<file path="src/hdl/tcf_consts.vh">
// Functional notes
// - Filter needs four equal capture samples.
// - Edge select: zero falling, one rising.
// - Capture copies counter, sets capture flag.
// - Capture-as-TOP modes disconnect capture pin.
// - Codes 0-5: stop, /1, /8, /64, /256, /1024.
// - Code 6 falling, 7 rising external edge.
// - External pin counts even when driven locally.
// - Force bits act only in non-PWM modes.
// - Force strobe makes immediate output compare action.
// - Force sets no flag, never clears counter.
// - Force bits always read zero.
// - Counter access atomic via shared temp byte.
// - Counter write blocks next compare match.
// - Compare registers continuously compared with counter.
// - Match flag set on following timer tick.
`ifndef TCF_CONSTS_VH
`define TCF_CONSTS_VH

// ----------------------------------------
// Register addresses
// ----------------------------------------
`define TCF_A_CTRL_A 6'h00
`define TCF_A_CTRL_B 6'h01
`define TCF_A_CTRL_C 6'h02
`define TCF_A_CNT_L  6'h03
`define TCF_A_CNT_H  6'h04
`define TCF_A_CMPA_L 6'h05
`define TCF_A_CMPA_H 6'h06
`define TCF_A_CMPB_L 6'h07
`define TCF_A_CMPB_H 6'h08
`define TCF_A_CMPC_L 6'h09
`define TCF_A_CMPC_H 6'h0A
`define TCF_A_CAP_L  6'h0B
`define TCF_A_CAP_H  6'h0C
`define TCF_A_FLAGS  6'h0D

// ----------------------------------------
// Field positions and reset values
// ----------------------------------------
`define TCF_B_FILT_EN   7
`define TCF_B_EDGE_SEL  6
`define TCF_CTRL_B_MASK 8'hDF
`define TCF_B_FORCE_A   7
`define TCF_B_FORCE_B   6
`define TCF_B_FORCE_C   5
`define TCF_F_CAPTURE   0
`define TCF_F_MATCH_A   1
`define TCF_F_MATCH_B   2
`define TCF_F_MATCH_C   3
`define TCF_RST_CTRL    8'h00
`define TCF_RST_WORD    16'h0000

// ----------------------------------------
// Timing counts
// ----------------------------------------
`define TCF_FILTER_SAMPLES 4
`define TCF_PRESCALE_W     10

`endif

</file>
<file path="src/hdl/tcf_timer.v">
`timescale 1ns/1ps
`include "tcf_consts.vh"

module tcf_timer (
  input  wire       ref_clk_in,
  input  wire       rst_in,
  input  wire [5:0] io_addr_in,
  input  wire       io_wr_in,
  input  wire       io_rd_in,
  input  wire [7:0] io_wdata_in,
  input  wire       capture_input_pin_in,
  input  wire       external_count_pin_in,
  output reg  [7:0] io_rdata_out,
  output reg        compare_output_pin_a_out,
  output reg        compare_output_pin_b_out,
  output reg        compare_output_pin_c_out,
  output reg        capture_flag_out
);
  // ----------------------------------------
  // Registers
  // ----------------------------------------
  reg [7:0]  timer_ctrl_a;
  reg [7:0]  timer_ctrl_b;
  reg [7:0]  temp_high;
  reg [15:0] counter_value;
  reg [15:0] compare_value_reg_a;
  reg [15:0] compare_value_reg_b;
  reg [15:0] compare_value_reg_c;
  reg [15:0] capture_value_reg;
  reg [3:0]  flags;
  reg        count_down;
  reg        block_match;
  reg [`TCF_PRESCALE_W-1:0] prescale;
  reg        cap_s1;
  reg        cap_s2;
  reg        ext_s1;
  reg        ext_s2;
  reg        ext_s3;
  reg        filt_d;
  wire       filt;

  // ----------------------------------------
  // Pin synchronisers and filter
  // ----------------------------------------
  always @(posedge ref_clk_in or posedge rst_in) begin
    if (rst_in) begin
      cap_s1 <= 1'b0;
      cap_s2 <= 1'b0;
      ext_s1 <= 1'b0;
      ext_s2 <= 1'b0;
      ext_s3 <= 1'b0;
      filt_d <= 1'b0;
    end else begin
      cap_s1 <= capture_input_pin_in;
      cap_s2 <= cap_s1;
      ext_s1 <= external_count_pin_in;
      ext_s2 <= ext_s1;
      ext_s3 <= ext_s2;
      filt_d <= filt;
    end
  end

  tcf_capture_filter #(
    .SAMPLES (`TCF_FILTER_SAMPLES)
  ) u_filter (
    .ref_clk_in   (ref_clk_in),
    .rst_in       (rst_in),
    .sample_in    (cap_s2),
    .enable_in    (timer_ctrl_b[`TCF_B_FILT_EN]),
    .filtered_out (filt)
  );

  // ----------------------------------------
  // Mode decode
  // ----------------------------------------
  wire [3:0] wgm = {timer_ctrl_b[4:3], timer_ctrl_a[1:0]};
  wire non_pwm  = (wgm == 4'h0) || (wgm == 4'h4) ||
                  (wgm == 4'hC) || (wgm == 4'hD);
  wire dual     = (wgm != 4'h0) && (wgm <= 4'h3 ||
                  (wgm >= 4'h8 && wgm <= 4'hB));
  wire cap_top  = (wgm == 4'h8) || (wgm == 4'hA) ||
                  (wgm == 4'hC) || (wgm == 4'hE);
  reg  [15:0] top;

  always @* begin
    case (wgm)
      4'h1, 4'h5:              top = 16'h00FF;
      4'h2, 4'h6:              top = 16'h01FF;
      4'h3, 4'h7:              top = 16'h03FF;
      4'h4, 4'h9, 4'hB, 4'hF:  top = compare_value_reg_a;
      4'h8, 4'hA, 4'hC, 4'hE:  top = capture_value_reg;
      default:                 top = 16'hFFFF;
    endcase
  end

  // ----------------------------------------
  // Clock select and prescaler
  // ----------------------------------------
  reg tick;

  always @* begin
    case (timer_ctrl_b[2:0])
      3'h1:    tick = 1'b1;
      3'h2:    tick = (prescale[2:0] == 3'h7);
      3'h3:    tick = (prescale[5:0] == 6'h3F);
      3'h4:    tick = (prescale[7:0] == 8'hFF);
      3'h5:    tick = (prescale == 10'h3FF);
      3'h6:    tick = ~ext_s2 & ext_s3;
      3'h7:    tick = ext_s2 & ~ext_s3;
      default: tick = 1'b0;
    endcase
  end

  always @(posedge ref_clk_in or posedge rst_in) begin
    if (rst_in) begin
      prescale <= {`TCF_PRESCALE_W{1'b0}};
    end else begin
      prescale <= prescale + 1'b1;
    end
  end

  // ----------------------------------------
  // Bus decode
  // ----------------------------------------
  wire wr_ctrl_c = io_wr_in && (io_addr_in == `TCF_A_CTRL_C);
  wire wr_cnt_l  = io_wr_in && (io_addr_in == `TCF_A_CNT_L);
  wire wr_flags  = io_wr_in && (io_addr_in == `TCF_A_FLAGS);
  wire [15:0] wr_word = {temp_high, io_wdata_in};

  // ----------------------------------------
  // Compare and capture events
  // ----------------------------------------
  wire match_a = tick && !block_match &&
                 (counter_value == compare_value_reg_a);
  wire match_b = tick && !block_match &&
                 (counter_value == compare_value_reg_b);
  wire match_c = tick && !block_match &&
                 (counter_value == compare_value_reg_c);
  wire edge_hit = timer_ctrl_b[`TCF_B_EDGE_SEL] ?
                  (filt & ~filt_d) : (~filt & filt_d);
  wire capture_ev = edge_hit && !cap_top;
  wire top_hit = cap_top && tick && (counter_value == top);
  wire force_ok = wr_ctrl_c && non_pwm;
  wire at_bottom = tick && (counter_value == 16'h0000);

  // ----------------------------------------
  // Counter
  // ----------------------------------------
  always @(posedge ref_clk_in or posedge rst_in) begin
    if (rst_in) begin
      counter_value <= `TCF_RST_WORD;
      count_down    <= 1'b0;
      block_match   <= 1'b0;
    end else if (wr_cnt_l) begin
      counter_value <= wr_word;
      block_match   <= 1'b1;
    end else if (tick) begin
      block_match <= 1'b0;
      if (dual) begin
        if (count_down) begin
          if (counter_value == 16'h0000) begin
            count_down    <= 1'b0;
            counter_value <= counter_value + 16'h0001;
          end else begin
            counter_value <= counter_value - 16'h0001;
          end
        end else if (counter_value >= top) begin
          count_down    <= 1'b1;
          counter_value <= counter_value - 16'h0001;
        end else begin
          counter_value <= counter_value + 16'h0001;
        end
      end else if (counter_value == top) begin
        counter_value <= `TCF_RST_WORD;
      end else begin
        counter_value <= counter_value + 16'h0001;
      end
    end
  end

  // ----------------------------------------
  // Compare output actions
  // ----------------------------------------
  function next_pin;
    input       cur;
    input [1:0] act;
    input       hit;
    input       force_hit;
    input       bottom;
    begin
      next_pin = cur;
      if (non_pwm) begin
        if (hit || force_hit) begin
          case (act)
            2'b01:   next_pin = ~cur;
            2'b10:   next_pin = 1'b0;
            2'b11:   next_pin = 1'b1;
            default: next_pin = cur;
          endcase
        end
      end else if (act[1]) begin
        if (dual) begin
          if (hit) begin
            next_pin = act[0] ^ count_down;
          end
        end else if (hit) begin
          next_pin = act[0];
        end else if (bottom) begin
          next_pin = ~act[0];
        end
      end
    end
  endfunction

  always @(posedge ref_clk_in or posedge rst_in) begin
    if (rst_in) begin
      compare_output_pin_a_out <= 1'b0;
      compare_output_pin_b_out <= 1'b0;
      compare_output_pin_c_out <= 1'b0;
    end else begin
      compare_output_pin_a_out <= next_pin(compare_output_pin_a_out,
        timer_ctrl_a[7:6], match_a,
        force_ok && io_wdata_in[`TCF_B_FORCE_A], at_bottom);
      compare_output_pin_b_out <= next_pin(compare_output_pin_b_out,
        timer_ctrl_a[5:4], match_b,
        force_ok && io_wdata_in[`TCF_B_FORCE_B], at_bottom);
      compare_output_pin_c_out <= next_pin(compare_output_pin_c_out,
        timer_ctrl_a[3:2], match_c,
        force_ok && io_wdata_in[`TCF_B_FORCE_C], at_bottom);
    end
  end

  // ----------------------------------------
  // Flags, set wins over write-one clear
  // ----------------------------------------
  wire [3:0] flag_set = {match_c, match_b, match_a,
                         capture_ev || top_hit};
  wire [3:0] flag_clr = wr_flags ? io_wdata_in[3:0] : 4'h0;

  always @(posedge ref_clk_in or posedge rst_in) begin
    if (rst_in) begin
      flags            <= 4'h0;
      capture_flag_out <= 1'b0;
    end else begin
      flags            <= (flags & ~flag_clr) | flag_set;
      capture_flag_out <= (flags[`TCF_F_CAPTURE] &
                           ~flag_clr[`TCF_F_CAPTURE]) |
                          flag_set[`TCF_F_CAPTURE];
    end
  end

  // ----------------------------------------
  // Register writes and temp byte
  // ----------------------------------------
  always @(posedge ref_clk_in or posedge rst_in) begin
    if (rst_in) begin
      timer_ctrl_a        <= `TCF_RST_CTRL;
      timer_ctrl_b        <= `TCF_RST_CTRL;
      temp_high           <= 8'h00;
      compare_value_reg_a <= `TCF_RST_WORD;
      compare_value_reg_b <= `TCF_RST_WORD;
      compare_value_reg_c <= `TCF_RST_WORD;
      capture_value_reg   <= `TCF_RST_WORD;
    end else begin
      if (capture_ev) begin
        capture_value_reg <= counter_value;
      end
      if (io_wr_in) begin
        case (io_addr_in)
          `TCF_A_CTRL_A: timer_ctrl_a <= io_wdata_in;
          `TCF_A_CTRL_B:
            timer_ctrl_b <= io_wdata_in & `TCF_CTRL_B_MASK;
          `TCF_A_CNT_H, `TCF_A_CMPA_H, `TCF_A_CMPB_H,
          `TCF_A_CMPC_H, `TCF_A_CAP_H:
            temp_high <= io_wdata_in;
          `TCF_A_CMPA_L: compare_value_reg_a <= wr_word;
          `TCF_A_CMPB_L: compare_value_reg_b <= wr_word;
          `TCF_A_CMPC_L: compare_value_reg_c <= wr_word;
          `TCF_A_CAP_L:
            if (!capture_ev) begin
              capture_value_reg <= wr_word;
            end
          default: temp_high <= temp_high;
        endcase
      end else if (io_rd_in) begin
        case (io_addr_in)
          `TCF_A_CNT_L:  temp_high <= counter_value[15:8];
          `TCF_A_CMPA_L: temp_high <= compare_value_reg_a[15:8];
          `TCF_A_CMPB_L: temp_high <= compare_value_reg_b[15:8];
          `TCF_A_CMPC_L: temp_high <= compare_value_reg_c[15:8];
          `TCF_A_CAP_L:  temp_high <= capture_value_reg[15:8];
          default:       temp_high <= temp_high;
        endcase
      end
    end
  end

  // ----------------------------------------
  // Read data
  // ----------------------------------------
  reg [7:0] next_rdata;

  always @* begin
    case (io_addr_in)
      `TCF_A_CTRL_A: next_rdata = timer_ctrl_a;
      `TCF_A_CTRL_B: next_rdata = timer_ctrl_b;
      `TCF_A_CTRL_C: next_rdata = 8'h00;
      `TCF_A_CNT_L:  next_rdata = counter_value[7:0];
      `TCF_A_CMPA_L: next_rdata = compare_value_reg_a[7:0];
      `TCF_A_CMPB_L: next_rdata = compare_value_reg_b[7:0];
      `TCF_A_CMPC_L: next_rdata = compare_value_reg_c[7:0];
      `TCF_A_CAP_L:  next_rdata = capture_value_reg[7:0];
      `TCF_A_CNT_H, `TCF_A_CMPA_H, `TCF_A_CMPB_H,
      `TCF_A_CMPC_H, `TCF_A_CAP_H:
                     next_rdata = temp_high;
      `TCF_A_FLAGS:  next_rdata = {4'h0, flags};
      default:       next_rdata = 8'h00;
    endcase
  end

  always @(posedge ref_clk_in or posedge rst_in) begin
    if (rst_in) begin
      io_rdata_out <= 8'h00;
    end else if (io_rd_in) begin
      io_rdata_out <= next_rdata;
    end
  end
endmodule

</file>
<file path="src/hdl/tcf_capture_filter.v">
`timescale 1ns/1ps
`include "tcf_consts.vh"

// ----------------------------------------
// Capture noise filter
// ----------------------------------------
module tcf_capture_filter #(
  parameter SAMPLES = `TCF_FILTER_SAMPLES
) (
  input  wire ref_clk_in,
  input  wire rst_in,
  input  wire sample_in,
  input  wire enable_in,
  output reg  filtered_out
);
  reg [SAMPLES-1:0] history;
  wire all_one  = &history;
  wire all_zero = ~|history;

  always @(posedge ref_clk_in or posedge rst_in) begin
    if (rst_in) begin
      history      <= {SAMPLES{1'b0}};
      filtered_out <= 1'b0;
    end else begin
      history <= {history[SAMPLES-2:0], sample_in};
      if (!enable_in) begin
        filtered_out <= sample_in;
      end else if (all_one) begin
        filtered_out <= 1'b1;
      end else if (all_zero) begin
        filtered_out <= 1'b0;
      end
    end
  end
endmodule

</file>
<file path="config.mk">
export PLATFORM = sky130hd
export DESIGN_NAME = tcf_timer
export DESIGN_NICKNAME = d
export VERILOG_FILES = /design/src/hdl/tcf_timer.v /design/src/hdl/tcf_capture_filter.v
export VERILOG_INCLUDE_DIRS = /design/src /design/src/hdl
export SDC_FILE = /design/constraint.sdc
export NUM_CORES = 1
export LEC_CHECK = 0
export BUFFER_PORTS_ARGS = -buffer_cell sky130_fd_sc_hd__buf_2
export CAP_MARGIN = 5
export CORE_UTILIZATION = 65
export CTS_BUF_LIST = sky130_fd_sc_hd__clkbuf_2 sky130_fd_sc_hd__clkbuf_4 sky130_fd_sc_hd__clkbuf_8
export CTS_CLUSTER_SIZE = 12
export DETAILED_ROUTE_END_ITERATION = 6
export GPL_TIMING_DRIVEN = 0
export PLACE_DENSITY = 0.83
export SLEW_MARGIN = 20
export SYNTH_ARGS = -nofsm -noshare
export SYNTH_HDL_FRONTEND = slang
export SYNTH_HIERARCHICAL = 1
export SYNTH_SLANG_ARGS = --single-unit
</file>
<file path="constraint.sdc">
create_clock -name ref_clk_in -period 5.95 [get_ports ref_clk_in]
set_clock_uncertainty 0.1 [all_clocks]
set_input_delay 0.595 -clock ref_clk_in [delete_from_list [all_inputs] [get_ports ref_clk_in]]
set_output_delay 0.595 -clock ref_clk_in [all_outputs]
set_load 0.005 [all_outputs]
</file>
==> impl_metrics.yaml, run 1 <==
run_status:
  outcome: "finished, final reports clean"
power:
  ir_worst_vdd_mv: 0.297
  p_per_area_nw_per_um2: 344
  p_leak_nw: 4.29
drt:
  dr.pass1.iters: 6
  first_iter_violations: 1135
  drt_wl_total_mm: 27.7
  vias: 8006
  drt-vias-per-instance: 6.85
  wirelength_met1_mm: 10.9
  drt-wirelength-per-cell_um: 23.7
  drc_errors: 0
  met2_length_mm: 11.8
  dr_wl_met3_mm: 3.50
  highest_layer: "met4"
  drt.antenna.violating_nets: 0
clocking:
  clock_path_buffers: 2
  clock_sinks: 141
  cts-resized-gates: 0
  cts.htree.levels: 4
  clk_latency_ps: 480
  postCtsSetupBuffers: 0
  cts_tree: "yes"
  path_clk_slew_ps: 90
  clock-root-buffer: "clkbuf_8"
  cts_made_buffers: 17
place:
  io_buffers: 28
  dp_hpwl_mm: 20.6
  place_congestion: 1.00
  place_inst: 1135
global_routing:
  grt_usage_pct: 42.7
  antenna_found_initial: 0
  grt-ovfl-total: 0
  grt_start_max_net_pins: 105
  grt_pass1_wl_mm: 41.9
  grt_pass1_vias: 7431
worst_setup_path:
  rr_worst_depth: 15
  crit_family: "compound AO/OA/AOI/OAI gates"
  cp-end-kind: "flop"
  worstSetupEndpoint: "counter_value[15]$_DFFE_PP0P_"
  crit_type: "reg -> reg"
  timing.rr.start: "timer_ctrl_b[3]$_DFFE_PP0P_"
  cp_max_fo: 10
  timing.rr.end: "counter_value[15]$_DFFE_PP0P_"
  critical_path.slowest_cell: "a21oi_1"
  start_kind: "flop"
  cp_cell_sequence: "clkbuf_1 -> nor2b_1 -> nor2_1 -> a21oi_1 -> o22ai_1 -> ha_1 -> a41oi_1 -> o21ai_0 -> a21oi_1 -> a31oi_4 -> nand2_1 -> buf_2 -> mux2i_1 -> mux2i_1 -> nand3_1"
  cpPeakStageDelay_ps: 470
  crit_buf_inv: 2
  arrival_ps: 4690
  ff2ff_setup_slack_ps: 1530
  crit_start: "timer_ctrl_b[3]$_DFFE_PP0P_"
  path_depth: 15
  critPathRequiredTime_ps: 6210
logic_synthesis:
  syn-num-nets: 978
  synth_area_leader_cell: "dfrtp_1"
  ys_warn_count: 6
  ys_ff_latch: 141
  netlist_area_um2: 8640
  synth-main-ff-cell: "dfrtp_1"
  yosysSeqAreaShare_pct: 40.9
  avgSynthCellArea_um2: 9.25
  synth_edf_count: 0
  ys_async_sr_fraction_pct: 100
  syn_inst: 934
  synth_area_leaders: "dfrtp_1 41%, mux2_2 6.0%, xor2_1 5.2%"
  ys_types: 66
  netlist.area_leader.share_pct: 40.9
sta:
  max_slew_margin_pct: 28.5
  fin_crit_ps: 4420
  tns_ps: 0
  tightest_slew_ps: 1060
  maxSlewViolCount: 0
  rsz0062_at_grt: "no"
  finalSetupViolCount: 0
  finalHoldViolCount: 0
  post-route-period-util_pct: 74.4
  fmax_mhz: 226
flow_run:
  maxCapViolations: 0
floorplan:
  io_pins: 32
  start_util_pct: 67.6
  num_rows: 41
  die-area_um2: 13800
  die_y_um: 117
  coreArea_um2: 12800
  die_w_um: 117
hold_path:
  hold_path_class: "in -> reg"
final_layout:
  final_cell_mix: "141 x dfrtp_1, 94 x nand2_1, 66 x nor2_1"
  stdcell_count: 1168
  fin_nets: 1027
  drive_above_1_share_pct: 12.3
  antenna_cells: 0
  area_delta_synth_final_pct: 9.42
  final_common_cell: "dfrtp_1"
  final.fill_count: 909
## cells by family after synthesis
kind of cell / share of synthesized area (%)
adders and majority gates: 3.48
muxes: 10.9
xor gates and xnor gates: 5.68
and+or+nand+nor: 17.4
AOI/OAI and AO/OA: 17.6
buffers and inverters: 4.19
DFF: 40.9
## cell type report
| class | count | area [um^2] | area share, % |
|---|---|---|---|
| Tap cell | 172 | 215 | 2.28 |
| Buffer | 65 | 260 | 2.75 |
| Clock buffer | 17 | 234 | 2.48 |
| Sequential cell | 141 | 3530 | 37.3 |
| Inverter | 27 | 109 | 1.15 |
| Timing Repair Buffer | 30 | 178 | 1.88 |
| Clock inverter | 15 | 174 | 1.84 |
| Multi-Input combinational cell | 701 | 4750 | 50.3 |
## what timing repair did
action	in CTS	in global routing
hold buffers	1	0
setup endpoints to repair	0	0
endpoints found under the hold margin	18	0
## cell usage after synthesis (21+ instances only)
master and number:
nor4_1 21, a21oi_1 54, nor2_1 66, mux2i_1 42, o21ai_0 48, xor2_1 51, dfrtp_1 141, inv_1 27
mux2_2 46, clkbuf_1 55, nand3_1 29, nand2_1 94, a22oi_1 27, ha_1 24
## stage by stage
step                setup WS [ps]  instance area [um^2]  power, mW  util [%]  hold slack [ps]
floorplan                    1620                  8640       2.03         -              231
global placement             70.1                  8990       2.36      70.4              232
detailed placement           1660                  9030       2.38      70.7              249
CTS                          1660                  9450       3.19      74.0              113
global route                 1280                  9450       3.39      74.0              103
finish                       1530                  9450       3.25      74.0              111
## how the worst min path moves through the flow
stage	cells after the start	from	to	slack (ps)
after floorplan	0	cap_s1$_DFF_PP0_	cap_s2$_DFF_PP0_	230
after global placement	0	ext_s1$_DFF_PP0_	ext_s2$_DFF_PP0_	230
after detailed placement	0	cap_s1$_DFF_PP0_	cap_s2$_DFF_PP0_	250
after CTS	1	capture_input_pin_in	cap_s1$_DFF_PP0_	110
after global routing	1	external_count_pin_in	ext_s1$_DFF_PP0_	100
final	1	capture_input_pin_in	cap_s1$_DFF_PP0_	110
## where the power goes
part	switching [mW]	internal (mW)
registers	0.255	1.12
logic	0.650	0.408
clock network	0.432	0.387
total	1.34	1.91
## metal layers
layer  vias up  GRT usage, %
met5         -             0
met4         0          24.4
met3       113          12.4
li1       3520             -
met2       550          61.3
met1      3823          58.0
No activity file was read; power rests on OpenSTA's default activity.
==> run 2, diff against run 1 <==
ABC_AREA = 1   (was not set)
clock period = 4.59 ns   (was 5.95 ns; I/O delays follow)
==> impl_metrics.yaml, run 2 <==
power:
  sequentialPowerShare_pct: 33.9
  p_per_area_nw_per_um2: 550
  ir_worst_vdd_mv: 0.314
  power_frac_comb_pct: 45.4
  p_int_mw: 2.88
  p_leak_nw: 4.74
  switchingPower_mw: 2.54
  switching_share_pct: 46.9
  power_frac_clock_pct: 20.7
floorplan:
  io_pins: 32
  die-area_um2: 14300
  num_rows: 42
  start_util_pct: 67.4
  die_y_um: 120
  die_w_um: 120
  coreArea_um2: 13300
final_layout:
  area_delta_synth_final_pct: 9.66
  final_common_cell: "nand2_1"
  fin_area_um2: 9860
  drive_above_1_share_pct: 9.69
  antenna_cells: 0
  final_cell_mix: "383 x nand2_1, 141 x dfrtp_1, 136 x inv_1"
  post-route-util_pct: 73.9
  fin_nets: 1352
sta:
  rsz0062_at_grt: "no"
  finalHoldViolCount: 0
  tightest_slew_ps: 662
  maxSlewViolCount: 0
  post-route-period-util_pct: 92.2
  fmax_mhz: 236
  fin_crit_ps: 4230
  finalSetupViolCount: 0
  whs_ps: 151
  max_slew_margin_pct: 54.7
logic_synthesis:
  ys_warn_count: 6
  synth_common_cells: "383 x nand2_1, 141 x dfrtp_1, 137 x inv_1, 128 x o21ai_0, 77 x nor2_1"
  yosysMostFrequentCell: "nand2_1"
  syn_inst: 1254
  netlist_area_um2: 8990
  synth_area_leaders: "dfrtp_1 39%, nand2_1 16%, o21ai_0 7.1%"
  avgSynthCellArea_um2: 7.17
  ys_ff_latch: 141
  synth-main-ff-cell: "dfrtp_1"
  syn-num-nets: 1298
  synth_area_leader_cell: "dfrtp_1"
  netlist.area_leader.share_pct: 39.2
  ys_async_sr_fraction_pct: 100
  yosysSeqAreaShare_pct: 39.2
  ys_types: 45
  synth_edf_count: 0
place:
  dp_hpwl_mm: 23.2
  place_congestion: 1.09
  post_dp_cell_area_um2: 9400
  io_buffers: 31
worst_setup_path:
  crit_type: "reg -> reg"
  start_kind: "flop"
  rr_worst_depth: 21
  cp_max_fo: 10
  arrival_ps: 4490
  ff2ff_setup_slack_ps: 360
  timing.rr.end: "counter_value[12]$_DFFE_PP0P_"
  timing.rr.start: "timer_ctrl_b[4]$_DFFE_PP0P_"
  cp-end-kind: "flop"
  critPathRequiredTime_ps: 4850
global_routing:
  grt-ovfl-total: 0
  grt_pass1_vias: 8702
  grt_usage_pct: 45.1
  grt_pass1_wl_mm: 47.9
  antenna_found_initial: 0
  grt_start_max_net_pins: 97
drt:
  met2_length_mm: 13.0
  vias: 9429
  highest_layer: "met4"
  dr_wl_met3_mm: 4.38
  drt_wl_total_mm: 30.8
  drc_errors: 0
  wirelength_met1_mm: 11.8
  drt.antenna.violating_nets: 0
  drt-wirelength-per-cell_um: 20.6
  first_iter_violations: 1375
  dr.pass1.iters: 7
  drt-vias-per-instance: 6.30
clocking:
  postCtsSetupBuffers: 0
  cts-resized-gates: 0
  clock_path_buffers: 2
  cts.htree.levels: 4
  cts.hold.buffers_added: 3
  clock-root-buffer: "clkbuf_8"
  cts_made_buffers: 17
  clk_latency_ps: 470
  path_clk_slew_ps: 90
  clock_sinks: 141
  cts_tree: "yes"
run_status:
  outcome: "finished, final reports clean"
hold_path:
  hold_path_class: "in -> reg"
  hold_depth: 3
  hp-start: "io_wdata_in[1]"
  hold_end: "counter_value[1]$_DFFE_PP0P_"
flow_run:
  maxCapViolations: 0
run 2: worst max path at each step:
stage / startpoint / endpoint / slack, ps / cells after the start
2_1_floorplan: rst_in / block_match$_DFFE_PP0P_ / 390 / 1
3_3_place_gp: rst_in / counter_value[15]$_DFFE_PP0P_ / -1160 / 2
3_5_place_dp: timer_ctrl_b[4]$_DFFE_PP0P_ / counter_value[1]$_DFFE_PP0P_ / 530 / 21
4_1_cts: timer_ctrl_b[4]$_DFFE_PP0P_ / counter_value[1]$_DFFE_PP0P_ / 490 / 21
5_1_grt: timer_ctrl_b[4]$_DFFE_PP0P_ / counter_value[5]$_DFFE_PP0P_ / 60 / 22
6_report: timer_ctrl_b[4]$_DFFE_PP0P_ / counter_value[12]$_DFFE_PP0P_ / 360 / 21
run 2: cells by family after synthesis:
logic type / synth area share [%]
compound gates: 16.8
simple gates: 27.7
fa+ha+maj: 3.34
flops: 39.2
xor+xnor: 4.19
buf+inv: 8.67
run 2: per-layer routing:
metal,GRT usage [%],vias to the layer above
met5,0,-
met4,24.3,0
met3,13.3,127
met2,64.6,700
met1,61.4,4338
li1,-,4264
run 2: area by class of cell:
| cell class | instances | area (um^2) |
|---|---|---|
| clock inverter | 13 | 179 |
| inverter | 150 | 571 |
| fill | 1071 | 3490 |
| clock buffer | 19 | 249 |
| multi-input combinational | 917 | 4680 |
| timing repair buffer | 35 | 213 |
| tap | 176 | 220 |
| buffer | 46 | 216 |
| sequential | 141 | 3530 |
run 2: worst max-delay path, stage by stage, from the launching register on:
cell      delay (ps)
dfrtp_1          520
inv_2            160
a21oi_2           60
nand2_1          140
nand2_1          200
nor3_2           440
clkbuf_1         440
a221oi_1         120
ha_1             330
nand2_1           50
inv_1            100
nand3_1           80
nor2_1           220
nand2_1          180
nand2_1          100
nor2_1            60
nand2_4          140
nand3_2          230
inv_2            220
nand2_1           70
nand4_1           70
nand2_1           90
run 2: power groups by stage:
stage	Clock, mW	Sequential (mW)	Combinational (mW)
global route	1.17	1.85	2.72
global placement	0	1.82	2.28
detailed placement	0	1.83	2.34
CTS	1.11	1.81	2.37
finish	1.12	1.84	2.46
floorplan	0	1.70	1.75
run 2: per-stage QoR:
stage | setup WS [ps] | setup TNS, ps | std cells | power [mW]
2_1_floorplan | 392 | 0 | 1254 | 3.45
3_3_place_gp | -1160 | -155490 | 1461 | 4.10
3_5_place_dp | 530 | 0 | 1462 | 4.17
4_1_cts | 488 | 0 | 1497 | 5.29
5_1_grt | 62.2 | 0 | 1497 | 5.74
6_report | 360 | 0 | 1497 | 5.42
